==> src/erf_defines.svh <==
/*
 Constants for the error record feature and enable register logic:
 offsets, field positions, encodings and reset values.
 Assumes it is included by its bare name wherever the constants are used.
*/
`ifndef ERF_DEFINES_SVH
`define ERF_DEFINES_SVH

`define ERF_FR_BASE_OFFSET    12'h000
`define ERF_RECORD_STRIDE     12'h040
`define ERF_ED_POS            0
`define ERF_FRX_POS           31
`define ERF_UC_POS            48
`define ERF_UEU_POS           49
`define ERF_UER_POS           50
`define ERF_UEO_POS           51
`define ERF_DE_POS            52
`define ERF_CE_LSB            53
`define ERF_ED_CONTROLLABLE   2'h2
`define ERF_ED_NONE           2'h0
`define ERF_ENABLE_RESET      1'h0

`endif

==> src/erf_pkg.sv <==
/*
 Types shared by the error record feature logic.
 Assumes erf_defines.svh is on the include path.
*/
package erf_pkg;

   typedef enum logic [1:0] {
      ERF_RD_LOW  = 2'b00,
      ERF_RD_HIGH = 2'b01,
      ERF_RD_64   = 2'b10,
      ERF_RD_MMIO = 2'b11
   } erf_rd_kind_t;

   typedef struct packed {
      logic          valid;
      erf_rd_kind_t  kind;
      logic [11:0]   addr;
   } erf_rd_req_t;

   typedef struct packed {
      logic [1:0]  ce_kinds;
      logic        postpone_error_support;
      logic        latent_restartable_support;
      logic        signal_recover_support;
      logic        unrecoverable_support;
      logic        uncontainable_support;
   } erf_support_t;

endpackage

==> src/erf_error_record_feature_regs.sv <==
/*
 Feature register and reporting enable bit of one error recording node.
 Assumes a single clock, system register and memory mapped read requests
 presented as one-cycle strobes, and an error recovery reset given as a
 synchronous pulse from logic on the same clock.
*/
// Function
// RULE_01 - Enable field controllable and bit clear: no recording, no signaling.
// RULE_02 - While disabled, keep writing correct check codes unless injection stops it.
// RULE_03 - While disabled, correction may continue silently; corrupt data may pass.
// RULE_04 - Enable bit takes a chosen cold reset value, kept over recovery reset.
// RULE_05 - Enable resets to zero so software enables after initialisation.
// RULE_06 - If enable resets to one, sibling controls need defined resets.
// RULE_07 - Without controllable enable the bit reads zero and ignores writes.
// RULE_08 - First record field non-zero in the first record, zero elsewhere.
// RULE_09 - Unimplemented records read the whole feature register as zero.
// RULE_10 - Memory mapped feature register sits at zero plus 64 per record.
// RULE_11 - Select index picks record; low, high or full 64-bit reads.
// RULE_12 - Non-first or absent records read zero in bits 63 to 2.
// RULE_13 - With extension flag, bits 54:53 give corrected error recording kinds.
// RULE_14 - With extension flag, bit 52 shows deferred error recording.
// RULE_15 - With extension flag, bit 51 shows latent or restartable recording.
// RULE_16 - With extension flag, bit 50 shows signaled or recoverable recording.
// RULE_17 - With extension flag, bit 49 shows unrecoverable recording.
// RULE_18 - With extension flag, bit 48 shows uncontainable recording.
// RULE_19 - Bits 63:55, 47:32 and unextended 54:48 are build constants.
// RULE_20 - Extension flag bit 31 set when 63:48 carry defined meanings.
// RULE_21 - Feature register is constant; writes to it change nothing.
`include "erf_defines.svh"
`timescale 1ns/100ps
`default_nettype none

module erf_error_record_feature_regs #(
   parameter int unsigned        NUM_RECORDS   = 4,
   parameter int unsigned        FIRST_RECORD  = 0,
   parameter int unsigned        IMPL_RECORDS  = 4,
   parameter logic [1:0]         ED_FIELD      = `ERF_ED_CONTROLLABLE,
   parameter logic               FEATURE_EXTENSION_FLAG           = 1'b1,
   parameter erf_pkg::erf_support_t SUPPORT    = 7'b11_1_1_1_1_1,
   parameter logic [8:0]         IMPL_HI       = 9'h000,
   parameter logic [15:0]        IMPL_MID      = 16'h0000,
   parameter logic [6:0]         IMPL_EXT_OFF  = 7'h00,
   parameter logic [28:0]        LOW_FIELDS    = 29'h0000_0000,
   parameter logic               ENABLE_RESET  = `ERF_ENABLE_RESET
) (
   input  wire logic             clk_i,
   input  wire logic             rst_i,
   input  wire logic             recovery_reset_i,
   input  wire logic [7:0]       record_select_index_i,
   input  wire erf_pkg::erf_rd_req_t rd_req_i,
   input  wire logic             ctrl_wr_i,
   input  wire logic [7:0]       ctrl_wr_record_i,
   input  wire logic             ctrl_wr_data_i,
   input  wire logic             fr_wr_i,
   input  wire logic             err_detect_i,
   input  wire logic             err_corrected_i,
   output logic                  rd_valid_o,
   output logic [63:0]           rd_data_o,
   output logic                  report_log_enable_o,
   output logic                  record_en_o,
   output logic                  signal_en_o,
   output logic                  check_code_gen_o,
   output logic                  silent_correct_o
);

   // Memory mapped slots decode six index bits, so at most 64 records
   if (NUM_RECORDS < 1 || NUM_RECORDS > 64 || IMPL_RECORDS > NUM_RECORDS
       || FIRST_RECORD >= NUM_RECORDS) begin : g_bad_records
      $error("erf: record parameters out of range");
   end
   // The owning record must never show an all-zero enable field
   if (ED_FIELD == `ERF_ED_NONE) begin : g_bad_enable_field
      $error("erf: enable field of the first record reads zero");
   end

   localparam logic CTRL_ENABLE = (ED_FIELD == `ERF_ED_CONTROLLABLE);

   ////////////////////////////////////////////////////////////////////////
   // Constant feature word of the first record
   function automatic logic [63:0] first_word();
      logic [63:0] w;
      w = 64'h0000_0000_0000_0000;
      w[1:0]   = ED_FIELD;                             // [RULE_08]
      w[30:2]  = LOW_FIELDS;
      w[`ERF_FRX_POS] = FEATURE_EXTENSION_FLAG;                           // [RULE_20]
      w[47:32] = IMPL_MID;                             // [RULE_19]
      w[63:55] = IMPL_HI;                              // [RULE_19]
      if (FEATURE_EXTENSION_FLAG) begin
         w[`ERF_CE_LSB+1:`ERF_CE_LSB] = SUPPORT.ce_kinds;        // [RULE_13]
         w[`ERF_DE_POS]  = SUPPORT.postpone_error_support;       // [RULE_14]
         w[`ERF_UEO_POS] = SUPPORT.latent_restartable_support;   // [RULE_15]
         w[`ERF_UER_POS] = SUPPORT.signal_recover_support;       // [RULE_16]
         w[`ERF_UEU_POS] = SUPPORT.unrecoverable_support;        // [RULE_17]
         w[`ERF_UC_POS]  = SUPPORT.uncontainable_support;        // [RULE_18]
      end else begin
         w[54:48] = IMPL_EXT_OFF;                      // [RULE_19]
      end
      return w;
   endfunction

   localparam logic [63:0] FIRST_WORD = first_word();

   // Only the first record FIRST_RECORD, if implemented, carries features; others read zero
   function automatic logic [63:0] feature_of(input logic [7:0] idx);
      logic [63:0] w;
      w = 64'h0000_0000_0000_0000;
      if (32'(idx) < IMPL_RECORDS && 32'(idx) == FIRST_RECORD)
         w = FIRST_WORD;                      // [RULE_09] [RULE_12]
      return w;
   endfunction

   ////////////////////////////////////////////////////////////////////////
   // Reporting enable bit
   logic report_log_enable;

   // Cold reset loads the build value; recovery reset leaves it alone
   always_ff @(posedge clk_i or posedge rst_i) begin
      if (rst_i) begin
         report_log_enable <= CTRL_ENABLE & ENABLE_RESET;  // [RULE_04] [RULE_05]
      end else if (ctrl_wr_i && !recovery_reset_i && CTRL_ENABLE
                   && 32'(ctrl_wr_record_i) == FIRST_RECORD) begin
         report_log_enable <= ctrl_wr_data_i;              // [RULE_07]
      end
   end
   // [RULE_06] This block holds no other control with an undefined reset.

   // Node gating outputs, registered
   always_ff @(posedge clk_i or posedge rst_i) begin
      if (rst_i) begin
         report_log_enable_o <= CTRL_ENABLE & ENABLE_RESET;
         record_en_o         <= 1'b0;
         signal_en_o         <= 1'b0;
         check_code_gen_o    <= 1'b1;
         silent_correct_o    <= 1'b0;
      end else begin
         report_log_enable_o <= report_log_enable;
         // Without a control the node is always reporting
         record_en_o <= (CTRL_ENABLE ? report_log_enable : 1'b1)
                        & err_detect_i;                    // [RULE_01]
         signal_en_o <= (CTRL_ENABLE ? report_log_enable : 1'b1)
                        & err_detect_i;                    // [RULE_01]
         // Check codes stay correct even while disabled
         check_code_gen_o <= 1'b1;                          // [RULE_02]
         // Correction runs silently when reporting is off
         silent_correct_o <= CTRL_ENABLE & ~report_log_enable
                             & err_corrected_i;             // [RULE_03]
      end
   end

   ////////////////////////////////////////////////////////////////////////
   // Read path
   logic [63:0] next_rd_data;
   logic [63:0] sel_word;
   logic [63:0] mm_word;
   logic [11:0] mm_rel;

   always_comb begin
      sel_word = feature_of(record_select_index_i);        // [RULE_11]
      mm_rel   = rd_req_i.addr - `ERF_FR_BASE_OFFSET;
      mm_word  = 64'h0000_0000_0000_0000;
      // Only the aligned feature slot of each record answers
      if (mm_rel[5:0] == 6'h00)
         mm_word = feature_of({2'b00, mm_rel[11:6]});      // [RULE_10]
      next_rd_data = 64'h0000_0000_0000_0000;
      unique case (rd_req_i.kind)
         erf_pkg::ERF_RD_LOW:  next_rd_data = {32'h0000_0000, sel_word[31:0]};
         erf_pkg::ERF_RD_HIGH: next_rd_data = {32'h0000_0000, sel_word[63:32]};
         erf_pkg::ERF_RD_64:   next_rd_data = sel_word;
         erf_pkg::ERF_RD_MMIO: next_rd_data = mm_word;
      endcase
   end

   // Writes to the feature register are dropped: fr_wr_i reaches no state
   always_ff @(posedge clk_i or posedge rst_i) begin
      if (rst_i) begin
         rd_valid_o <= 1'b0;
         rd_data_o  <= 64'h0000_0000_0000_0000;
      end else begin
         rd_valid_o <= rd_req_i.valid;
         if (rd_req_i.valid)
            rd_data_o <= next_rd_data;                     // [RULE_21]
      end
   end

   // Feature writes are only watched by the checks below
   logic feature_wr;
   assign feature_wr = fr_wr_i;
endmodule
`default_nettype wire

==> config.mk <==
export PLATFORM = sky130hd
export DESIGN_NAME = erf_error_record_feature_regs
export DESIGN_NICKNAME = d
export VERILOG_FILES = /design/src/erf_pkg.sv /design/src/erf_error_record_feature_regs.sv
export VERILOG_INCLUDE_DIRS = /design/src
export SDC_FILE = /design/constraint.sdc
export NUM_CORES = 1
export LEC_CHECK = 0
export BUFFER_PORTS_ARGS = -buffer_cell sky130_fd_sc_hd__clkbuf_2
export CAP_MARGIN = 0
export CORE_MARGIN = 1
export CORE_UTILIZATION = 36
export CTS_BUF_LIST = sky130_fd_sc_hd__clkbuf_8
export CTS_CLUSTER_DIAMETER = 80
export CTS_CLUSTER_SIZE = 25
export DETAILED_ROUTE_END_ITERATION = 10
export PLACE_DENSITY_LB_ADDON = 0.2
export SKIP_CTS_REPAIR_TIMING = 1
export SYNTH_ARGS = -nofsm -noshare
export SYNTH_HDL_FRONTEND = slang
export SYNTH_SLANG_ARGS = --single-unit
export TNS_END_PERCENT = 5
==> constraint.sdc <==
create_clock -name clk_i -period 1.5 [get_ports clk_i]
set_clock_uncertainty 0.05 [all_clocks]
set_input_delay 0.3 -clock clk_i [delete_from_list [all_inputs] [get_ports clk_i]]
set_output_delay 0.3 -clock clk_i [all_outputs]
set_load 0.02 [all_outputs]
==> reports/metrics.cfg, run 1 <==
[grt]
antenna_found_initial = 0
grt_max_degree = 9
grt.overflow.total = 0
grt_pass1_vias = 483
grt_pass1_wl_mm = 1.93
grt_use_total_pct = 10.7

[floorplanning]
dieArea_um2 = 2600
core-area_um2 = 2230
initial_core_util_pct = 38.7
die_h_um = 51.0
fp-row-count = 17
die_x_um = 51.0
ios = 109

[clock_network]
cts.sinks = 8
cts_tree = built
cts-root-buf = clkbuf_8
cts_buffers = 3
clkLatencyLatePin_ns = 0.22
cts_buffer_depth = 2
cts.clk_slew.worst_paths_ns = 0.04
cts-htree-levels = 1

[critical_path]
cp_num_cells = 1
cp-end-kind = primary output
path_class = flop to primary output
crit_path_cell_trace = clkbuf_2
cp_slowest_cell = dfrtp_1
reg2reg_depth = 2
cp.required_ns = 1.15
crit_family = flip-flops
max_stage_delay_ns = 0.45
path_buf_inv = 1
crit_path_max_fanout = 8
worst_setup_path_start_kind = flop
arrival_ns = 0.88

[drt]
vias = 636
drt_first_pass_iters = 2
vias_per_cell = 3.72
wirelength_mm = 1.31
drc = 0
routedWlPerCell_um = 7.67
drt_iter0_markers = 2
ant_nets = 0

[layout]
fillers = 251
diodes = 0
drive_above_1_share_pct = 46.2
syn_to_final_growth_pct = 9.26
final_common_cell = clkbuf_2
final_cell_mix = clkbuf_2 (58), conb_1 (49), dfrtp_1 (8)
layout.nets = 184

[sta]
setup_violations = 0
hold_viol_final = 0
clock.fmax_mhz = 810
period_minus_slack_ns = 1.23
rsz0062_at_grt = no
final.setup.worst_slack_ns = 0.266
hold-worst-slack_ns = 0.203
fin_setup_tns_ns = 0
finalMaxSlewViolations = 0
fin_crit_sh_pct = 82.3

[logic_synthesis]
yosys.area_share.simple_pct = 13.9
synthAdderAreaFrac_pct = 0
synth_top_family_by_area = buffers and inverters
synth_area_um2 = 865
synth.avg_cell_area_um2 = 8.91
synth_largest_area_cell = buf_4
synth_area_leaders = buf_4 (55%), dfrtp_1 (23%), o311ai_2 (3.8%)
synth_warnings = 0
ys_seq_area_share_pct = 23.2
synthCells = 97
synth_top_area_share_pct = 54.7
synth_compound_area_share_pct = 4.78
ys_ff_latch = 8
ys_types = 20
muxShareOfSynthArea_pct = 1.74
synthXorXnorAreaFrac_pct = 0

[place]
dpl_worst_slack_ns = 0.238
gp_congestion = 0.665
port_buffers = 58
dpl.hpwl_mm = 1.20

[flow_run]
drv_cap = 0

[power_and_ir_drop]
pwr-share-clk_pct = 37.5
power_uw = 662
switching_share_pct = 33.3
p_leak_uw = 0.000595
p_sw_uw = 221
p_int_uw = 442
seqPwrFrac_pct = 33.7
p_per_area_nw_per_um2 = 701
combPwrFrac_pct = 28.8
vdd.ir_drop.worst_v = 0.000315

[min_path]
hold_class = input port to flop
hold-path-cell-count = 1

[outcome]
status = finished, final reports clean

-- final timing paths --
| path | start | endpoint | slack [ns] |
|---|---|---|---|
| min reg2reg | report_log_enable | report_log_enable_o | 0.37 |
| max | rd_data_o[22] | rd_data_o[16] | 0.27 |
| min | rd_req_i[14] | rd_valid_o | 0.20 |
| max reg2reg | rd_data_o[53] | rd_data_o[53] | 0.67 |
| min in group asynchronous | rst_i | rd_data_o[22] | 0.50 |
| max in group asynchronous | rst_i | report_log_enable_o | 0.67 |
-- cells in the mapped netlist, drive strengths merged --
| cell | instances |
|---|---|
| and2 | 1 |
| buf | 63 |
| conb | 2 |
| dfrtp | 8 |
| inv | 2 |
| mux2 | 1 |
| nand2 | 4 |
| nand3 | 1 |
| nand3b | 1 |
| nand4 | 1 |
| nor2 | 1 |
| nor2b | 1 |
| nor3 | 1 |
| nor4 | 4 |
| nor4b | 2 |
| nor4bb | 1 |
| o2bb2ai | 1 |
| o311ai | 2 |
-- area by class of cell --
| cell class | instances | area, um^2 | share of cell area (%) |
|---|---|---|---|
| tap | 28 | 35.0 | 3.71 |
| multi-input combinational | 71 | 360 | 38.1 |
| clock buffer | 3 | 41.3 | 4.37 |
| sequential | 8 | 200 | 21.2 |
| inverter | 2 | 7.51 | 0.795 |
| timing repair buffer | 59 | 300 | 31.8 |
-- metrics by stage --
step           cell area, um^2  std cells  util (%)
6_report                   945        171      42.3
3_3_place_gp               893        167      40.0
2_1_floorplan             1040        144         -
5_1_grt                    945        171      42.3
3_5_place_dp               893        167      40.0
4_1_cts                    935        170      41.8
-- layer usage --
layer	part of all wire, %	global-route usage (%)	vias up
li1	-	-	297
met1	32	10.0	285
met2	58	18.9	54
met3	11	2.68	0
met4	0	9.72	0
met5	0	0	-
-- cell families (layout without fill, tap and decap cells) --
logic type             after synthesis  count (layout)
flip-flops                           8               8
multiplexers                         1               1
other                                2              49
AO/OA/AOI/OAI                        3               3
AND/OR/NAND/NOR                     18              18
buffers and inverters               65              64
-- state kept, by name, indices dropped and copies added, names as in the netlist --
register / flops
report_log_enable_o: 1
silent_correct_o: 1
rd_valid_o: 1
rd_data_o: 3
report_log_enable: 1
signal_en_o: 1
-- power by group through the flow --
stage / Sequential [uW] / Clock, uW / Combinational (uW)
finish: 223 / 248 / 191
global route: 224 / 276 / 207
CTS: 223 / 260 / 188
detailed placement: 226 / 0 / 188
global placement: 226 / 0 / 185
floorplan: 231 / 0 / 223
(Power assumes the default switching activity.)
==> run 2, diff against run 1 <==
Settings changed: CORE_UTILIZATION 36 to 33.
Clock period 1.5 ns to 1.24 ns, I/O delays scaled along.
==> run 2 against run 1 <==
  * Flip-flop and latch count did not move
  * Sequential share of layout area rose by 0.15 points
  * Design area rose by 0.53%
  * Non-clock buffer count did not move
  * Worst setup slack got worse by 0.16 ns
==> reports/metrics.cfg, run 2 (synthesis results as in run 1) <==
[layout]
largest_reg_flops = 3
postLayoutCellArea_um2 = 950
final_cell_mix = clkbuf_2 (58), conb_1 (49), dfrtp_1 (6)
final_common_cell = clkbuf_2
drive_above_1_share_pct = 47.6
layout.nets = 184
syn_to_final_growth_pct = 9.84
fin_cells = 173
regMostFlops = rd_data_o
diodes = 0

[sta]
setup_violations = 0
clock.fmax_mhz = 883
rsz0062_at_grt = no
period_minus_slack_ns = 1.13
fin_crit_sh_pct = 91.3
hold_viol_final = 0
finalMaxSlewViolations = 0
fin_setup_tns_ns = 0

[floorplanning]
ios = 109
dieArea_um2 = 2830
fp-row-count = 18
die_h_um = 53.2
die_x_um = 53.2
initial_core_util_pct = 34.9
core-area_um2 = 2480

[place]
placed_cells = 169
dpl.hpwl_mm = 1.18
gp_congestion = 0.725
port_buffers = 58
place_area_um2 = 896

[clock_network]
cts.sinks = 8
cts-root-buf = clkbuf_8
cts_tree = built
cts_buffer_depth = 2
cts-htree-levels = 1
clkLatencyLatePin_ns = 0.22
cts.clk_slew.worst_paths_ns = 0.04
cts_buffers = 3

[grt]
antenna_found_initial = 0
grt_pass1_wl_mm = 1.65
grt_pass1_vias = 422
grt.overflow.total = 0
grt_max_degree = 9
grt_use_total_pct = 8.68

[drt]
vias_per_cell = 3.58
drc = 0
drt_first_pass_iters = 4
vias = 620
routedWlPerCell_um = 7.39
ant_nets = 0
wirelength_mm = 1.28
drt_iter0_markers = 1

[flow_run]
drv_cap = 0

[critical_path]
cp.required_ns = 0.94
crit_path_cell_trace = clkbuf_2
arrival_ns = 0.83
crit_path_max_fanout = 8
worst_setup_path_start_kind = flop
cp_slowest_cell = dfrtp_2
path_class = flop to primary output
max_stage_delay_ns = 0.44
crit_family = flip-flops
path_buf_inv = 1
cp-end-kind = primary output

[power_and_ir_drop]
p_leak_uw = 0.000591
vdd.ir_drop.worst_v = 0.000395
power_uw = 803
p_per_area_nw_per_um2 = 845

[outcome]
status = finished, final reports clean

[min_path]
hold_class = input port to flop

## run 2: cell counts in the layout (fill, tap and decap cells not counted)
No cell type changed its count.
## run 2: worst paths after layout
check | slack [ns] | cells after the start | end | startpoint
setup / recovery | 0.11 | 1 | rd_data_o[21] | rd_data_o[22]
hold / removal | 0.15 | 1 | rd_valid_o | rd_req_i[14]
setup reg to reg | 0.42 | 1 | report_log_enable | report_log_enable
hold reg to reg | 0.37 | 0 | report_log_enable_o | report_log_enable
max in group asynchronous | 0.46 | 3 | rd_data_o[53] | rst_i
min in group asynchronous | 0.44 | 3 | silent_correct_o | rst_i
## run 2: area by class of cell
class	instances	area (um^2)
Tap cell	30	37.5
Clock buffer	3	41.3
Fill cell	274	1530
Sequential cell	8	203
Timing Repair Buffer	59	300
Multi-Input combinational cell	71	360
Inverter	2	7.51
## run 2: power breakdown
group          total [uW]  internal, uW  switching [uW]
Clock                 302           209            92.9
Sequential            270           268            2.22
Combinational         230          57.0             173
Total                 803           534             268
## run 2: layer usage
layer | track usage (%) | share of wire (%) | vias to the layer above
met2 | 15.4 | 53 | 51
met5 | 0 | 0 | -
met3 | 0.862 | 11 | 4
met4 | 10.5 | 3.1 | 0
li1 | - | - | 295
met1 | 7.77 | 33 | 270
## run 2: metrics by stage
| step | utilization (%) | worst slack (ns) | hold slack (ns) |
|---|---|---|---|
| after floorplan | - | 0.169 | 0.0137 |
| after global placement | 36.2 | 0.0462 | 0.129 |
| after detailed placement | 36.2 | 0.0369 | 0.132 |
| after CTS | 37.8 | 0.0310 | -0.109 |
| after global routing | 38.3 | 0.0535 | 0.150 |
| final | 38.3 | 0.108 | 0.152 |
==> run 3, diff against run 2 <==
Settings changed: GPL_TIMING_DRIVEN from default to 0, RECOVER_POWER from default to 100, SLEW_MARGIN from default to 10.
==> run 3 against run 2 <==
  * The flow now finishes with violations (negative setup slack)
  * Register-to-register slack worse by 0.09 ns
  * Die area is the same
  * Largest power group is now combinational logic
  * Maximum frequency fell by 9.7%
  * Via count is 33% higher
  * Global-route usage grew 1.3 points
  * Sequential share of layout area down 8.0 points
==> reports/metrics.cfg, run 3 (synthesis results as in run 1) <==
[power_and_ir_drop]
p_per_area_nw_per_um2 = 601
vdd.ir_drop.worst_v = 0.000509
p_leak_uw = 0.000938
power_uw = 914

[layout]
diodes = 0
final_cell_mix = buf_4 (50), conb_1 (49), clkbuf_2 (40)
final_common_cell = buf_4
post-route-util_pct = 61.4
drive_above_1_share_pct = 59.4
fin_cells = 237
syn_to_final_growth_pct = 76.0
regMostFlops = rd_data_o
layout.nets = 248
largest_reg_flops = 3

[floorplanning]
ios = 109
core-area_um2 = 2480
die_x_um = 53.2
die_h_um = 53.2
initial_core_util_pct = 34.9
dieArea_um2 = 2830
fp-row-count = 18

[place]
placed_cells = 232
port_buffers = 58
dpl.hpwl_mm = 1.53
gp_congestion = 0.754

[sta]
fin_crit_sh_pct = 101
final.setup.worst_slack_ns = -0.0142
clock.fmax_mhz = 797
hold-worst-slack_ns = 0.164
period_minus_slack_ns = 1.25
rsz0062_at_grt = yes
setup_violations = 12
hold_viol_final = 0
finalMaxSlewViolations = 0

[drt]
ant_nets = 0
vias_per_cell = 3.47
wirelength_mm = 1.80
vias = 822
routedWlPerCell_um = 7.59
drc = 0
drt_iter0_markers = 3
drt_first_pass_iters = 4

[critical_path]
cp.required_ns = 0.94
crit_path_max_fanout = 8
reg2reg_depth = 2
cp-end-kind = primary output
arrival_ns = 0.96
path_class = flop to primary output
worst_setup_path_start_kind = flop

[clock_network]
cts_buffers = 3
cts_buffer_depth = 2
cts-htree-levels = 1
cts_tree = built
cts-root-buf = clkbuf_8
cts.sinks = 8
cts.clk_slew.worst_paths_ns = 0.04
clkLatencyLatePin_ns = 0.22

[grt]
grt.overflow.total = 0
grt_max_degree = 9
antenna_found_initial = 0
grt_pass1_wl_mm = 2.13
grt_pass1_vias = 580
grt_use_total_pct = 10.0

[outcome]
violations = negative setup slack
status = complete, but fails checks

[flow_run]
drv_cap = 0

[min_path]
hold-path-cell-count = 1
hold_class = input port to flop

[run 3: cell count changes in the layout (fill, tap and decap cells not counted), sizes merged]
cell	before	now
clkbuf	61	51
buf	0	74
[run 3: final cells by class]
type	count	area, um^2
Multi-Input combinational cell	71	339
Fill cell	234	956
Clock buffer	3	41.3
Timing Repair Buffer	60	375
Inverter	2	7.51
Buffer	63	518
Sequential cell	8	203
Tap cell	30	37.5
[run 3: where the power goes]
group / switching (uW) / leakage [uW] / internal (uW)
Sequential: 2.29 / 0.000104 / 268
Clock: 83.1 / 0.0000216 / 209
Combinational: 192 / 0.000813 / 160
Total: 277 / 0.000938 / 636
[run 3: worst paths after layout]
path | slack, ns | startpoint | endpoint
setup / recovery | -0.01 | rd_data_o[53] | rd_data_o[49]
hold / removal | 0.16 | rd_req_i[14] | rd_valid_o
setup reg to reg | 0.33 | rd_data_o[22] | rd_data_o[22]
hold reg to reg | 0.37 | report_log_enable | report_log_enable_o
max in group asynchronous | 0.46 | rst_i | rd_data_o[53]
min in group asynchronous | 0.45 | rst_i | rd_valid_o
[run 3: per-layer routing]
| layer | track usage [%] | up-vias | wire length, um |
|---|---|---|---|
| met5 | 0 | - | 0 |
| met4 | 3.95 | 0 | 0 |
| met3 | 1.15 | 0 | 149 |
| met2 | 19.6 | 51 | 1050 |
| met1 | 10.6 | 346 | 598 |
| li1 | - | 425 | - |
[run 3: per-stage QoR]
step	area [um^2]	setup WS [ns]	setup TNS, ns
2_1_floorplan	1040	0.169	0
3_3_place_gp	1370	0.0449	0
3_5_place_dp	1370	0.00789	0
4_1_cts	1410	-0.0499	-0.530
5_1_grt	1520	-0.0425	-0.475
6_report	1520	-0.0142	-0.139
[run 3: critical path: stages, from the launching register on]
cell	delay, ns
dfrtp_2	0.47
buf_6	0.15
buf_6	0.12
